<file path="src/hdl/timer_pkg.sv">
package timer_pkg;

  // Main clock and internal counting source
  localparam int unsigned MCLK_HZ = 25_000_000;
  localparam int unsigned INT_CLK_HZ = 1_000_000;
  // Main clocks per internal source period
  localparam int unsigned PRESCALE = MCLK_HZ / INT_CLK_HZ;
  localparam logic [4:0] PRESCALE_LAST = 5'(PRESCALE - 1);

  // Byte-wide I/O offsets
  localparam logic [3:0] OFF_DATA0 = 4'h8;
  localparam logic [3:0] OFF_DATA2 = 4'hA;
  localparam logic [3:0] OFF_CONTROL = 4'hB;

  // Control byte field positions
  localparam int POS_COUNTER_SEL_LO = 6;
  localparam int POS_ACCESS_MODE_LO = 4;
  localparam int POS_MODE_BIT_ZERO = 1;
  localparam int POS_BCD = 0;

  // Readback command field positions
  localparam int POS_COUNT_LATCH_N = 5;
  localparam int POS_STATUS_LATCH_N = 4;
  localparam int POS_MASK_COUNTER_ZERO = 1;

  // Counter selector and access mode codes
  localparam logic [1:0] SEL_READBACK = 2'h3;
  localparam logic [1:0] ACC_LATCH = 2'h0;
  localparam logic [1:0] ACC_LOW = 2'h1;
  localparam logic [1:0] ACC_HIGH = 2'h2;
  localparam logic [1:0] ACC_WORD = 2'h3;

  // Counting modes after folding the don't-care bit
  localparam logic [2:0] MODE_TERMINAL = 3'h0;
  localparam logic [2:0] MODE_ONESHOT = 3'h1;
  localparam logic [2:0] MODE_RATE = 3'h2;
  localparam logic [2:0] MODE_SQUARE = 3'h3;
  localparam logic [2:0] MODE_SW_STROBE = 3'h4;
  localparam logic [2:0] MODE_HW_STROBE = 3'h5;

  // Reset values and the control location read value
  localparam logic [1:0] RST_ACCESS = ACC_LOW;
  localparam logic [2:0] RST_MODE = MODE_TERMINAL;
  localparam logic [15:0] RST_COUNT = 16'h0000;
  localparam logic [7:0] CONTROL_READ_VALUE = 8'h00;

  // Modes 2 and 3 ignore the top mode bit
  function automatic logic [2:0] mode_fold(input logic [2:0] m);
    return m[1] ? {1'b0, m[1:0]} : m;
  endfunction

endpackage

</file>
<file path="src/hdl/counter_latch_readback.sv">
module counter_latch_readback
  import timer_pkg::*;
(
  input wire logic mclk,
  input wire logic arst_n,
  input wire logic [3:0] io_addr,
  input wire logic [7:0] io_wdata,
  input wire logic io_wr,
  input wire logic io_rd,
  output logic [7:0] io_rdata,
  output logic io_rvalid,
  input wire logic ext_clock0,
  input wire logic gate0,
  input wire logic clock0_internal,
  input wire logic chain_gate,
  output logic [2:0] timer_out
);

  // Per-counter host-side state
  typedef struct packed {
    logic [1:0] access;      // Programmed byte access
    logic [2:0] mode;        // Programmed mode bits
    logic bcd;               // Decimal counting
    logic wr_ptr;            // Next write is high byte
    logic [7:0] wr_low;      // Low byte awaiting its pair
    logic rd_ptr;            // Next direct read is high byte
    logic [15:0] hold;       // Hold register
    logic latched;           // Hold register not yet read
    logic lat_ptr;           // Next held byte is high
    logic [7:0] status;      // Captured status byte
    logic status_held;       // Status waiting to be read
    logic null_flag;         // New count not transferred
    logic load;              // Load pulse to the core
    logic [15:0] load_val;   // Value for the core
    logic ctrl_wr;           // Mode written pulse
  } chan_t;

  // Whole block state
  typedef struct packed {
    chan_t [2:0] ch;
    logic [7:0] rdata;       // Read answer
    logic rvalid;            // Read answer strobe
    logic [2:0] clk_sync;    // External clock synchroniser
    logic clk_level;         // Accepted clock level
    logic [2:0] gate_sync;   // Gate synchroniser
    logic gate_level;        // Accepted gate level
    logic [4:0] prescale;    // Internal source divider
    logic int_tick;          // Internal source pulse
    logic [2:0] tick;        // Count pulse per counter
    logic out1_d;            // Previous counter 1 output
  } top_t;

  top_t s;
  top_t n;

  // Core outputs and core gate inputs
  logic [15:0] core_count [3];
  logic [2:0] core_level;
  logic [2:0] core_loaded;
  logic [2:0] core_gate;

  // Decode helpers
  logic [1:0] sel;
  logic [1:0] acc;
  logic [1:0] idx;
  logic data_hit;
  logic ext_rise;

  assign sel = io_wdata[POS_COUNTER_SEL_LO +: 2];
  assign acc = io_wdata[POS_ACCESS_MODE_LO +: 2];
  assign data_hit = (io_addr >= OFF_DATA0) && (io_addr <= OFF_DATA2);
  assign idx = 2'(io_addr - OFF_DATA0);
  // Clock edge once second and third stages agree
  assign ext_rise = (s.clk_sync[1] == s.clk_sync[2]) && s.clk_sync[2] && !s.clk_level;

  // Counter 0 gated by pin, the chain by program control
  assign core_gate = {chain_gate, chain_gate, s.gate_level};

  // Status byte of one counter
  function automatic logic [7:0] status_of(input chan_t c, input logic lvl);
    return {lvl, c.null_flag, c.access, c.mode, c.bcd};
  endfunction

  // Byte of a word chosen by access mode and pointer
  function automatic logic [7:0] pick(input logic [15:0] w, input logic [1:0] a,
                                      input logic hi);
    if (a == ACC_HIGH || (a == ACC_WORD && hi))
      return w[15:8];
    return w[7:0];
  endfunction

  // Next state of the whole block
  always_comb
  begin
    n = s;
    n.rvalid = 1'b0;
    // Pin synchronisers
    n.clk_sync = {s.clk_sync[1:0], ext_clock0};
    n.gate_sync = {s.gate_sync[1:0], gate0};
    if (s.clk_sync[1] == s.clk_sync[2])
      n.clk_level = s.clk_sync[2];
    if (s.gate_sync[1] == s.gate_sync[2])
      n.gate_level = s.gate_sync[2];
    // Internal 1MHz source
    n.prescale = (s.prescale == PRESCALE_LAST) ? 5'h00 : s.prescale + 5'h01;
    n.int_tick = (s.prescale == PRESCALE_LAST);
    // Count pulses, counter 2 clocked by counter 1 output
    n.out1_d = core_level[1];
    n.tick[0] = clock0_internal ? s.int_tick : ext_rise;
    n.tick[1] = s.int_tick;
    n.tick[2] = core_level[1] && !s.out1_d;

    for (int i = 0; i < 3; i++)
    begin
      n.ch[i].load = 1'b0;
      n.ch[i].ctrl_wr = 1'b0;
      // Transfer into the core ends the null count
      if (core_loaded[i])
        n.ch[i].null_flag = 1'b0;
    end

    // Control location writes
    if (io_wr && io_addr == OFF_CONTROL)
    begin
      if (sel == SEL_READBACK)
      begin
        // Readback, ignored if bit 0 is set
        if (!io_wdata[POS_BCD])
        begin
          for (int i = 0; i < 3; i++)
          begin
            if (io_wdata[POS_MASK_COUNTER_ZERO + i])
            begin
              // All masked counts not already held latched in this one cycle
              if (!io_wdata[POS_COUNT_LATCH_N] && !s.ch[i].latched)
              begin
                n.ch[i].hold = core_count[i];
                n.ch[i].latched = 1'b1;
                n.ch[i].lat_ptr = 1'b0;
              end
              if (!io_wdata[POS_STATUS_LATCH_N] && !s.ch[i].status_held)
              begin
                n.ch[i].status = status_of(s.ch[i], core_level[i]);
                n.ch[i].status_held = 1'b1;
              end
              // Both selectors high leave the latches alone
            end
          end
        end
      end
      else if (acc == ACC_LATCH)
      begin
        // Single counter latch, once until read
        if (!s.ch[sel].latched)
        begin
          n.ch[sel].hold = core_count[sel];
          n.ch[sel].latched = 1'b1;
          n.ch[sel].lat_ptr = 1'b0;
        end
      end
      else
      begin
        // New access and counting mode
        n.ch[sel].access = acc;
        n.ch[sel].mode = io_wdata[POS_MODE_BIT_ZERO +: 3];
        n.ch[sel].bcd = io_wdata[POS_BCD];
        n.ch[sel].wr_ptr = 1'b0;
        n.ch[sel].rd_ptr = 1'b0;
        n.ch[sel].null_flag = 1'b1;
        n.ch[sel].ctrl_wr = 1'b1;
      end
    end

    // Data location writes
    if (io_wr && data_hit)
    begin
      unique case (s.ch[idx].access)
        ACC_LOW:
        begin
          n.ch[idx].load_val = {8'h00, io_wdata};
          n.ch[idx].load = 1'b1;
          n.ch[idx].null_flag = 1'b1;
        end
        ACC_HIGH:
        begin
          n.ch[idx].load_val = {io_wdata, 8'h00};
          n.ch[idx].load = 1'b1;
          n.ch[idx].null_flag = 1'b1;
        end
        ACC_WORD:
        begin
          // Low byte first, high byte completes the load
          n.ch[idx].wr_ptr = !s.ch[idx].wr_ptr;
          if (!s.ch[idx].wr_ptr)
            n.ch[idx].wr_low = io_wdata;
          else
          begin
            n.ch[idx].load_val = {io_wdata, s.ch[idx].wr_low};
            n.ch[idx].load = 1'b1;
            n.ch[idx].null_flag = 1'b1;
          end
        end
        default:
          n.ch[idx].wr_ptr = s.ch[idx].wr_ptr;
      endcase
    end

    // Reads
    if (io_rd)
    begin
      n.rvalid = 1'b1;
      n.rdata = CONTROL_READ_VALUE;
      if (data_hit)
      begin
        if (s.ch[idx].status_held)
        begin
          // Status always goes out before a held count
          n.rdata = s.ch[idx].status;
          n.ch[idx].status_held = 1'b0;
        end
        else if (s.ch[idx].latched)
        begin
          // Held value while the core keeps counting
          n.rdata = pick(s.ch[idx].hold, s.ch[idx].access, s.ch[idx].lat_ptr);
          if (s.ch[idx].access == ACC_WORD && !s.ch[idx].lat_ptr)
            n.ch[idx].lat_ptr = 1'b1;
          else
            n.ch[idx].latched = 1'b0;
        end
        else
        begin
          // Direct read, trusted only with counting stopped
          n.rdata = pick(core_count[idx], s.ch[idx].access, s.ch[idx].rd_ptr);
          if (s.ch[idx].access == ACC_WORD)
            n.ch[idx].rd_ptr = !s.ch[idx].rd_ptr;
        end
      end
    end
  end

  // State register, reset clears all latches and pointers
  always_ff @(posedge mclk or negedge arst_n)
  begin
    if (!arst_n)
    begin
      s <= '0;
      for (int i = 0; i < 3; i++)
      begin
        s.ch[i].access <= RST_ACCESS;
        s.ch[i].mode <= RST_MODE;
        s.ch[i].hold <= RST_COUNT;
      end
    end
    else
      s <= n;
  end

  // One counting element per counter
  for (genvar g = 0; g < 3; g++)
  begin : g_core
    down_counter_core u_core (
      .mclk(mclk),
      .arst_n(arst_n),
      .tick(s.tick[g]),
      .gate(core_gate[g]),
      .ctrl_wr(s.ch[g].ctrl_wr),
      .load(s.ch[g].load),
      .load_val(s.ch[g].load_val),
      .mode(mode_fold(s.ch[g].mode)),
      .bcd(s.ch[g].bcd),
      .count(core_count[g]),
      .level(core_level[g]),
      .loaded(core_loaded[g])
    );
  end

  // Outputs straight from flops
  assign io_rdata = s.rdata;
  assign io_rvalid = s.rvalid;
  assign timer_out = core_level;

endmodule

</file>
<file path="src/hdl/down_counter_core.sv">
module down_counter_core
  import timer_pkg::*;
(
  input wire logic mclk,
  input wire logic arst_n,
  input wire logic tick,
  input wire logic gate,
  input wire logic ctrl_wr,
  input wire logic load,
  input wire logic [15:0] load_val,
  input wire logic [2:0] mode,
  input wire logic bcd,
  output logic [15:0] count,
  output logic level,
  output logic loaded
);

  // Whole counting element state
  typedef struct packed {
    logic [15:0] count;
    logic [15:0] init;
    logic pending;
    logic trig;
    logic gate_d;
    logic running;
    logic armed;
    logic extra;
    logic level;
    logic loaded;
  } core_t;

  core_t s;
  core_t n;
  logic [15:0] dec;
  logic trig_mode;
  logic sq;

  // One step down, binary or decimal
  function automatic logic [15:0] step(input logic [15:0] v, input logic dm);
    logic [15:0] r;
    logic borrow;
    r = v;
    borrow = 1'b1;
    if (!dm)
      r = v - 16'h0001;
    else
      for (int d = 0; d < 4; d++)
      begin
        if (borrow)
        begin
          borrow = (v[d*4 +: 4] == 4'h0);
          r[d*4 +: 4] = borrow ? 4'h9 : v[d*4 +: 4] - 4'h1;
        end
      end
    return r;
  endfunction

  assign dec = step(s.count, bcd);
  assign trig_mode = (mode != MODE_TERMINAL) && (mode != MODE_SW_STROBE);
  assign sq = (mode == MODE_SQUARE);

  // Next state of the counting element
  always_comb
  begin
    n = s;
    n.loaded = 1'b0;
    n.gate_d = gate;
    // Rising gate is a trigger
    if (gate && !s.gate_d)
      n.trig = 1'b1;
    // New mode resets the sequence
    if (ctrl_wr)
    begin
      n.pending = 1'b0;
      n.trig = 1'b0;
      n.running = 1'b0;
      n.armed = 1'b0;
      n.extra = 1'b0;
      n.level = (mode != MODE_TERMINAL);
    end
    else if (load)
    begin
      n.init = load_val;
      if (mode == MODE_TERMINAL)
        n.level = 1'b0;
      // Periodic modes take a new value at the next reload
      n.pending = !(mode == MODE_ONESHOT || mode == MODE_HW_STROBE) &&
                  (!trig_mode || !s.running);
    end
    // Low gate parks periodic outputs high
    if (!gate && (mode == MODE_RATE || sq))
      n.level = 1'b1;
    if (tick && !ctrl_wr)
    begin
      if (s.pending || (s.trig && trig_mode))
      begin
        // Transfer into the counting element
        n.count = sq ? {s.init[15:1], 1'b0} : s.init;
        n.pending = 1'b0;
        n.trig = 1'b0;
        n.loaded = s.pending;
        n.running = 1'b1;
        n.armed = 1'b1;
        n.extra = sq && s.init[0];
        if (mode == MODE_ONESHOT)
          n.level = 1'b0;
        else if (mode != MODE_TERMINAL)
          n.level = 1'b1;
      end
      else if (s.running && (gate || mode == MODE_ONESHOT || mode == MODE_HW_STROBE))
      begin
        unique case (mode)
          MODE_TERMINAL:
          begin
            n.count = dec;
            if (dec == 16'h0000)
              n.level = 1'b1;
          end
          MODE_ONESHOT:
          begin
            n.count = dec;
            if (s.count == 16'h0001)
              n.level = 1'b1;
          end
          MODE_RATE:
          begin
            // Low for one input period, then reload
            n.count = (s.count == 16'h0001) ? s.init : dec;
            n.level = (s.count == 16'h0001) || (dec != 16'h0001);
          end
          MODE_SQUARE:
          begin
            if (s.count <= 16'h0002)
            begin
              // Odd divisor stretches the high half by one period
              if (s.extra)
                n.extra = 1'b0;
              else
              begin
                n.level = !s.level;
                n.count = {s.init[15:1], 1'b0};
                n.extra = !s.level && s.init[0];
              end
            end
            else
              n.count = step(dec, bcd);
          end
          MODE_SW_STROBE, MODE_HW_STROBE:
          begin
            // One low period at terminal count
            n.count = dec;
            n.level = !(s.count == 16'h0001 && s.armed);
            if (s.count == 16'h0001)
              n.armed = 1'b0;
          end
          default:
            n.count = dec;
        endcase
      end
    end
  end

  // State register
  always_ff @(posedge mclk or negedge arst_n)
  begin
    if (!arst_n)
      s <= '0;
    else
      s <= n;
  end

  assign count = s.count;
  assign level = s.level;
  assign loaded = s.loaded;

endmodule

</file>
<file path="config.mk">
export PLATFORM = sky130hd
export DESIGN_NAME = counter_latch_readback
export DESIGN_NICKNAME = d
export VERILOG_FILES = /design/src/hdl/timer_pkg.sv /design/src/hdl/counter_latch_readback.sv /design/src/hdl/down_counter_core.sv
export SDC_FILE = /design/constraint.sdc
export NUM_CORES = 1
export LEC_CHECK = 0
export BUFFER_PORTS_ARGS = -buffer_cell sky130_fd_sc_hd__buf_4
export CORE_MARGIN = 4
export CORE_UTILIZATION = 45
export CTS_CLUSTER_DIAMETER = 80
export CTS_CLUSTER_SIZE = 16
export DETAILED_ROUTE_END_ITERATION = 12
export REMOVE_ABC_BUFFERS = 1
export SLEW_MARGIN = 10
export SYNTH_ARGS = -nofsm -noshare
export SYNTH_HDL_FRONTEND = slang
export SYNTH_HIERARCHICAL = 1
export SYNTH_SLANG_ARGS = --single-unit
</file>
<file path="constraint.sdc">
create_clock -name mclk -period 5.65 [get_ports mclk]
set_clock_uncertainty 0.2 [all_clocks]
set_input_delay 1.13 -clock mclk [delete_from_list [all_inputs] [get_ports mclk]]
set_output_delay 1.13 -clock mclk [all_outputs]
set_load 0.05 [all_outputs]
</file>
## Word-level counts from Yosys, hierarchy flattened

Cells that the tools add are included.

| storage, ports and cells | value |
|---|---|
| register bits | 332 |
| latch bits | 0 |
| bits in writable memories | 0 |
| memory bits (read-only) | 0 |
| input bits | 20 |
| output and inout port bits | 12 |
| logic and storage cells | 669 |
| memories kept | 0 |

| cells by class | value |
|---|---|
| $add $sub $neg | 32 |
| $mul | 0 |
| divide/modulo/power cells | 0 |
| order comparisons | 11 |
| equality and inequality tests | 35 |
| shift operators | 0 |
| muxes and demuxes | 352 |
| bitwise operators | 5 |
| reduce and logical (&&, ||, !) cells | 150 |

Operator list:

| operator | number |
|---|---|
| 186-bit bitwise mux | 26 |
| 62-bit demux with 2-bit select | 19 |
| 186-bit 2-to-1 mux | 7 |
| 194-bit 2-to-1 mux | 3 |
| 186-bit case mux with 3 select lines | 1 |
| 16-bit 2-to-1 mux | 26 |
| 62-bit binary-select mux with 2-bit select | 2 |
| 27-bit 2-to-1 mux | 9 |
| 195-bit 2-to-1 mux | 1 |
| 4-bit 2-to-1 mux | 42 |
| 1-bit 2-to-1 mux | 150 |
| 62-bit 2-to-1 mux | 2 |
| 56-bit 2-to-1 mux | 2 |
| 4-bit zero test | 24 |
| 16-bit case mux with 2 select lines | 3 |
| 16-bit by 1-bit subtractor with 16-bit output, second input constant | 6 |
| 4-bit by 1-bit subtractor with 4-bit output, second input constant | 24 |
| 47-bit 2-to-1 mux | 2 |
| 30-bit 2-to-1 mux | 3 |
| 18-bit 2-to-1 mux | 4 |
| 35-bit 2-to-1 mux | 2 |
| 16-bit binary-select mux with 2-bit select | 2 |
| 60-bit 2-to-1 mux | 1 |
| 29-bit 2-to-1 mux | 2 |
| other kinds (45) | 222 |

## Depth between registers and ports, before layout

| logic depth | value |
|---|---|
| depth in word-level cells | 35 |
| depth in mapped cells | 13 |
| depth with buffers taken out | 10 |

## Hierarchy

The synthesis kept the hierarchy.

By module, submodules not included:

| module | instances | cells an instance | area each (µm²) | sequential area each (µm²) |
|---|---|---|---|---|
| counter_latch_readback | 1 | 1059 | 10944.2 | 5333.9 |
| down_counter_core at g_core[0].u_core ... | 2 | 476 | 3776.1 | 1001.0 |
| down_counter_core at g_core[2].u_core | 1 | 469 | 3922.5 | 1001.0 |

## Worst setup path before layout

OpenSTA, ideal clock, no wires.

| timing | value |
|---|---|
| kind | register to register |
| from | reg g_core[0].u_core.s (netlist bit g_core[0].u_core/count[0]) |
| to | reg g_core[0].u_core.s (netlist bit g_core[0].u_core/count[15]) |
| setup time | 0.069 ns |
| arrival | 2.934 ns |
| required time | 5.381 ns |
| slack | 2.447 ns |
| stages on the path, launching flop included | 11 |
| buffers on the path | 1 |
| period minus slack after synthesis | 3.203 ns |
| cell sequence | dfrtp_1 clkbuf_1 inv_1 ha_1 or3b_2 o31ai_1 a21oi_1 nor4_2 nand4_1 o32a_1 nand3_1 |

| between the ends | value |
|---|---|
| longest elaborated chain between the ends | 30 |
| elaborated cells on any way between the ends | 51 |
| classes of those cells | add/sub: 4; order compare: 1; eq/ne: 2; mux: 38; reduce/logical: 6 |

Ends and longest elaborated chain:

| element | line | RTL |
|---|---|---|
| start: declaration | down_counter_core.sv:32 | `core_t s;` |
| start signal: assignment | down_counter_core.sv:169 | `s <= n;` |
| branches (longest 30 deep; another with 16-bit by 1-bit subtractor with 16-bit output) | - |  |

Several ways; the timed one is not identified. The select of a mux whose other input is x is not followed.
A chain may end at the register's enable or synchronous reset.

## Worst setup path in the final report

| timing | value |
|---|---|
| from | reg g_core[2].u_core.s (netlist bit g_core[2].u_core/count[1]) |
| to | reg g_core[2].u_core.s (netlist bit g_core[2].u_core/count[13]) |

| between the ends | value |
|---|---|
| longest elaborated chain between the ends | 30 |
| elaborated cells on any way between the ends | 51 |
| classes of those cells | add/sub: 4; order compare: 1; eq/ne: 2; mux: 38; reduce/logical: 6 |

Ends and longest elaborated chain:

| element | line |
|---|---|
| start: declaration | down_counter_core.sv:32 |
| start signal: assignment | down_counter_core.sv:169 |
| branches (longest 30 deep; another with 16-bit by 1-bit subtractor with 16-bit output) | - |

Several ways; the timed one is not identified. The select of a mux whose other input is x is not followed.

==> flow_summary.yaml <==
clock_network:
  post_cts_buffers: 0
  insertion_delay_ns: 0.59
  postCtsResizedCells: 0
  root_buffer: "clkbuf_16"
  clkTransAtPathRegs_ns: 0.08
  cts_made_buffers: 28
  cts_tree: "done"
  h-tree-depth: 1
  cts_sinks: 333
  postCtsHoldBufs: 0
  clock_path_buffers: 3
global_routing:
  grt_overflow: 0
  track_usage: 0.282
  grtUsageMet3: 0.0452
  grt_antenna_before_repair: 0
  grt_first_pass_wirelength_um: 119000
  grt_util_met2: 0.429
  grt_max_degree: 111
  grt_pass1_vias: 19081
  grt.met1_usage: 0.415
  busiest_layer: "met2"
yosys:
  synth_seq_cells: 333
  synth_ff_type: "dfrtp_1"
  ys_seq_area_frac: 0.372
  synth-warning-count: 6
  yosys.area_share.xor_xnor: 0.0167
  synthMuxAreaShare: 0.108
  async_flop_share: 1.00
  synth_simple_gate_area_frac: 0.194
  synth_top_family_by_area: "compound AO/OA/AOI/OAI gates"
  yosys.cell_types.count: 111
  avgSynthCellArea_um2: 9.04
  synthAdderAreaFrac: 0.0105
  synthCells: 2480
  synth_edf_count: 0
  synth-compound-area-share: 0.235
  syn_area_um2: 22400
sta:
  fin_crit_ns: 4.17
  finalSetupTns_ns: 0
  hold_viol_final: 0
  setup_viol: 0
  fin_crit_sh: 0.739
  clock.fmax_ghz: 0.240
  maxSlewHeadroom: 0.245
  maxSlewViolCount: 0
  rsz0062_at_grt: "no"
  holdWs_ns: 0.153
  worstMarginPinSlew_ns: 1.12
critical_path:
  cp-end-kind: "flop"
  rrSetupSlack_ns: 1.48
  worstSetupEndpoint: "g_core[2].u_core/count[13]"
  worstPathRequired_ns: 5.97
  cp_max_fo: 14
  path_class: "flop to flop"
  r2r_cells: 9
  timing.rr.start: "g_core[2].u_core/count[1]"
  cp-start-kind: "flop"
  worstPathArrival_ns: 4.50
  worstSetupStartpoint: "g_core[2].u_core/count[1]"
  rr_endpoint: "g_core[2].u_core/count[13]"
final_layout:
  seqCellArea_um2: 8340
  area_growth_pct: 4.81
  num_antenna_cells: 0
  multi_input_area_um2: 12700
  final_nets: 2387
  final_common_cell: "dfrtp_1"
  fill_cells: 4713
  drive_above_1_share: 0.134
  most-common-layout-cells: "330 x dfrtp_1, 214 x nor2_1, 170 x nand2_1, 160 x o21ai_0, 154 x a21oi_1"
floorplanning:
  core-area_um2: 49100
  pin_count: 32
  die_w_um: 231
  row_count: 81
  die_h_um: 231
  start_util: 0.457
  dieArea_um2: 53500
power:
  p_per_area_nw_per_um2: 352
  leakage_nw: 9.68
  irDropWorstVdd_uv: 167
route:
  avgRoutedWirePerCell_um: 25.5
  drc: 0
  vias_per_cell: 6.65
  drtIter0Drc: 2688
  dr.pass1.iters: 7
  ant_nets: 0
  routed_wl_um: 77500
  num_vias: 20187
placement:
  io_buffers: 31
  place_hpwl_um: 54200
  gp_congestion: 0.955
worst_hold_path:
  hold_class: "flop to flop"
run_status:
  status: "completed"
job:
  maxCapViolations: 0
[worst min-delay path by stage]
stage | start | endpoint | slack (ns) | depth (start not counted)
5_1_grt | n[16] | n[17] | 0.16 | 0
2_1_floorplan | n[12] | n[13] | 0.13 | 0
4_1_cts | n[16] | n[17] | 0.15 | 0
3_5_place_dp | n[16] | n[17] | 0.14 | 0
6_report | n[16] | n[17] | 0.15 | 0
3_3_place_gp | n[16] | n[17] | 0.13 | 0
[per-stage QoR]
stage	instance area, um2	cells	worst slack (ns)	utilization	power [mW]
3_3_place_gp	22600	2983	1.55	0.461	6.21
2_1_floorplan	21200	2254	0.367	-	5.18
3_5_place_dp	22600	2983	1.45	0.461	6.24
5_1_grt	23500	3035	1.28	0.479	8.70
4_1_cts	23500	3035	1.67	0.479	8.22
6_report	23500	3035	1.48	0.479	8.28
[final cells by class]
class / count / area share
clock buffers: 43 / 0.0335
clock inverters: 9 / 0.00335
inverters: 69 / 0.0110
multi-input cells: 1852 / 0.540
flip-flops and latches: 333 / 0.355
well taps: 664 / 0.0354
repair buffers: 65 / 0.0222
[cells in the mapped netlist (all sizes together), types with 46 or more instances]
library cell | n | area share
a211oi | 46 | 0.016
a21oi | 159 | 0.036
buf | 117 | 0.034
clkbuf | 109 | 0.018
dfrtp | 330 | 0.37
inv | 69 | 0.012
mux2 | 126 | 0.063
mux2i | 100 | 0.045
nand2 | 172 | 0.029
nand3 | 65 | 0.016
nor2 | 216 | 0.037
nor2b | 47 | 0.013
nor3 | 57 | 0.016
o21ai | 173 | 0.039
[layer usage]
metal,up-vias,part of all wire
met5,-,0
li1,8947,-
met3,155,0.089
met4,0,0.031
met1,10044,0.44
met2,1041,0.44
[power breakdown]
| group | switching (mW) | internal, mW | total (mW) |
|---|---|---|---|
| Clock | 0.979 | 0.982 | 1.96 |
| Sequential | 0.598 | 2.64 | 3.24 |
| Combinational | 1.92 | 1.16 | 3.08 |
| Total | 3.50 | 4.78 | 8.28 |
[cell families after synthesis]
group / after synthesis
multiplexers: 226
XOR/XNOR: 38
buffers and inverters: 295
adder cells (fa/ha/maj): 19
AND/OR/NAND/NOR: 807
AO/OA/AOI/OAI: 762
flip-flops: 333
[worst max-delay path, cell delays in order, from the launching register on]
cell      delay [ns]
dfrtp_1         0.77
inv_1           0.18
ha_1            0.39
nor2b_1         0.23
nor4_1          0.97
nand3_1         0.28
nor3_1          0.28
mux2_2          0.40
a211oi_1        0.25
o22a_1          0.16
No activity file was read; power rests on OpenSTA's default activity.
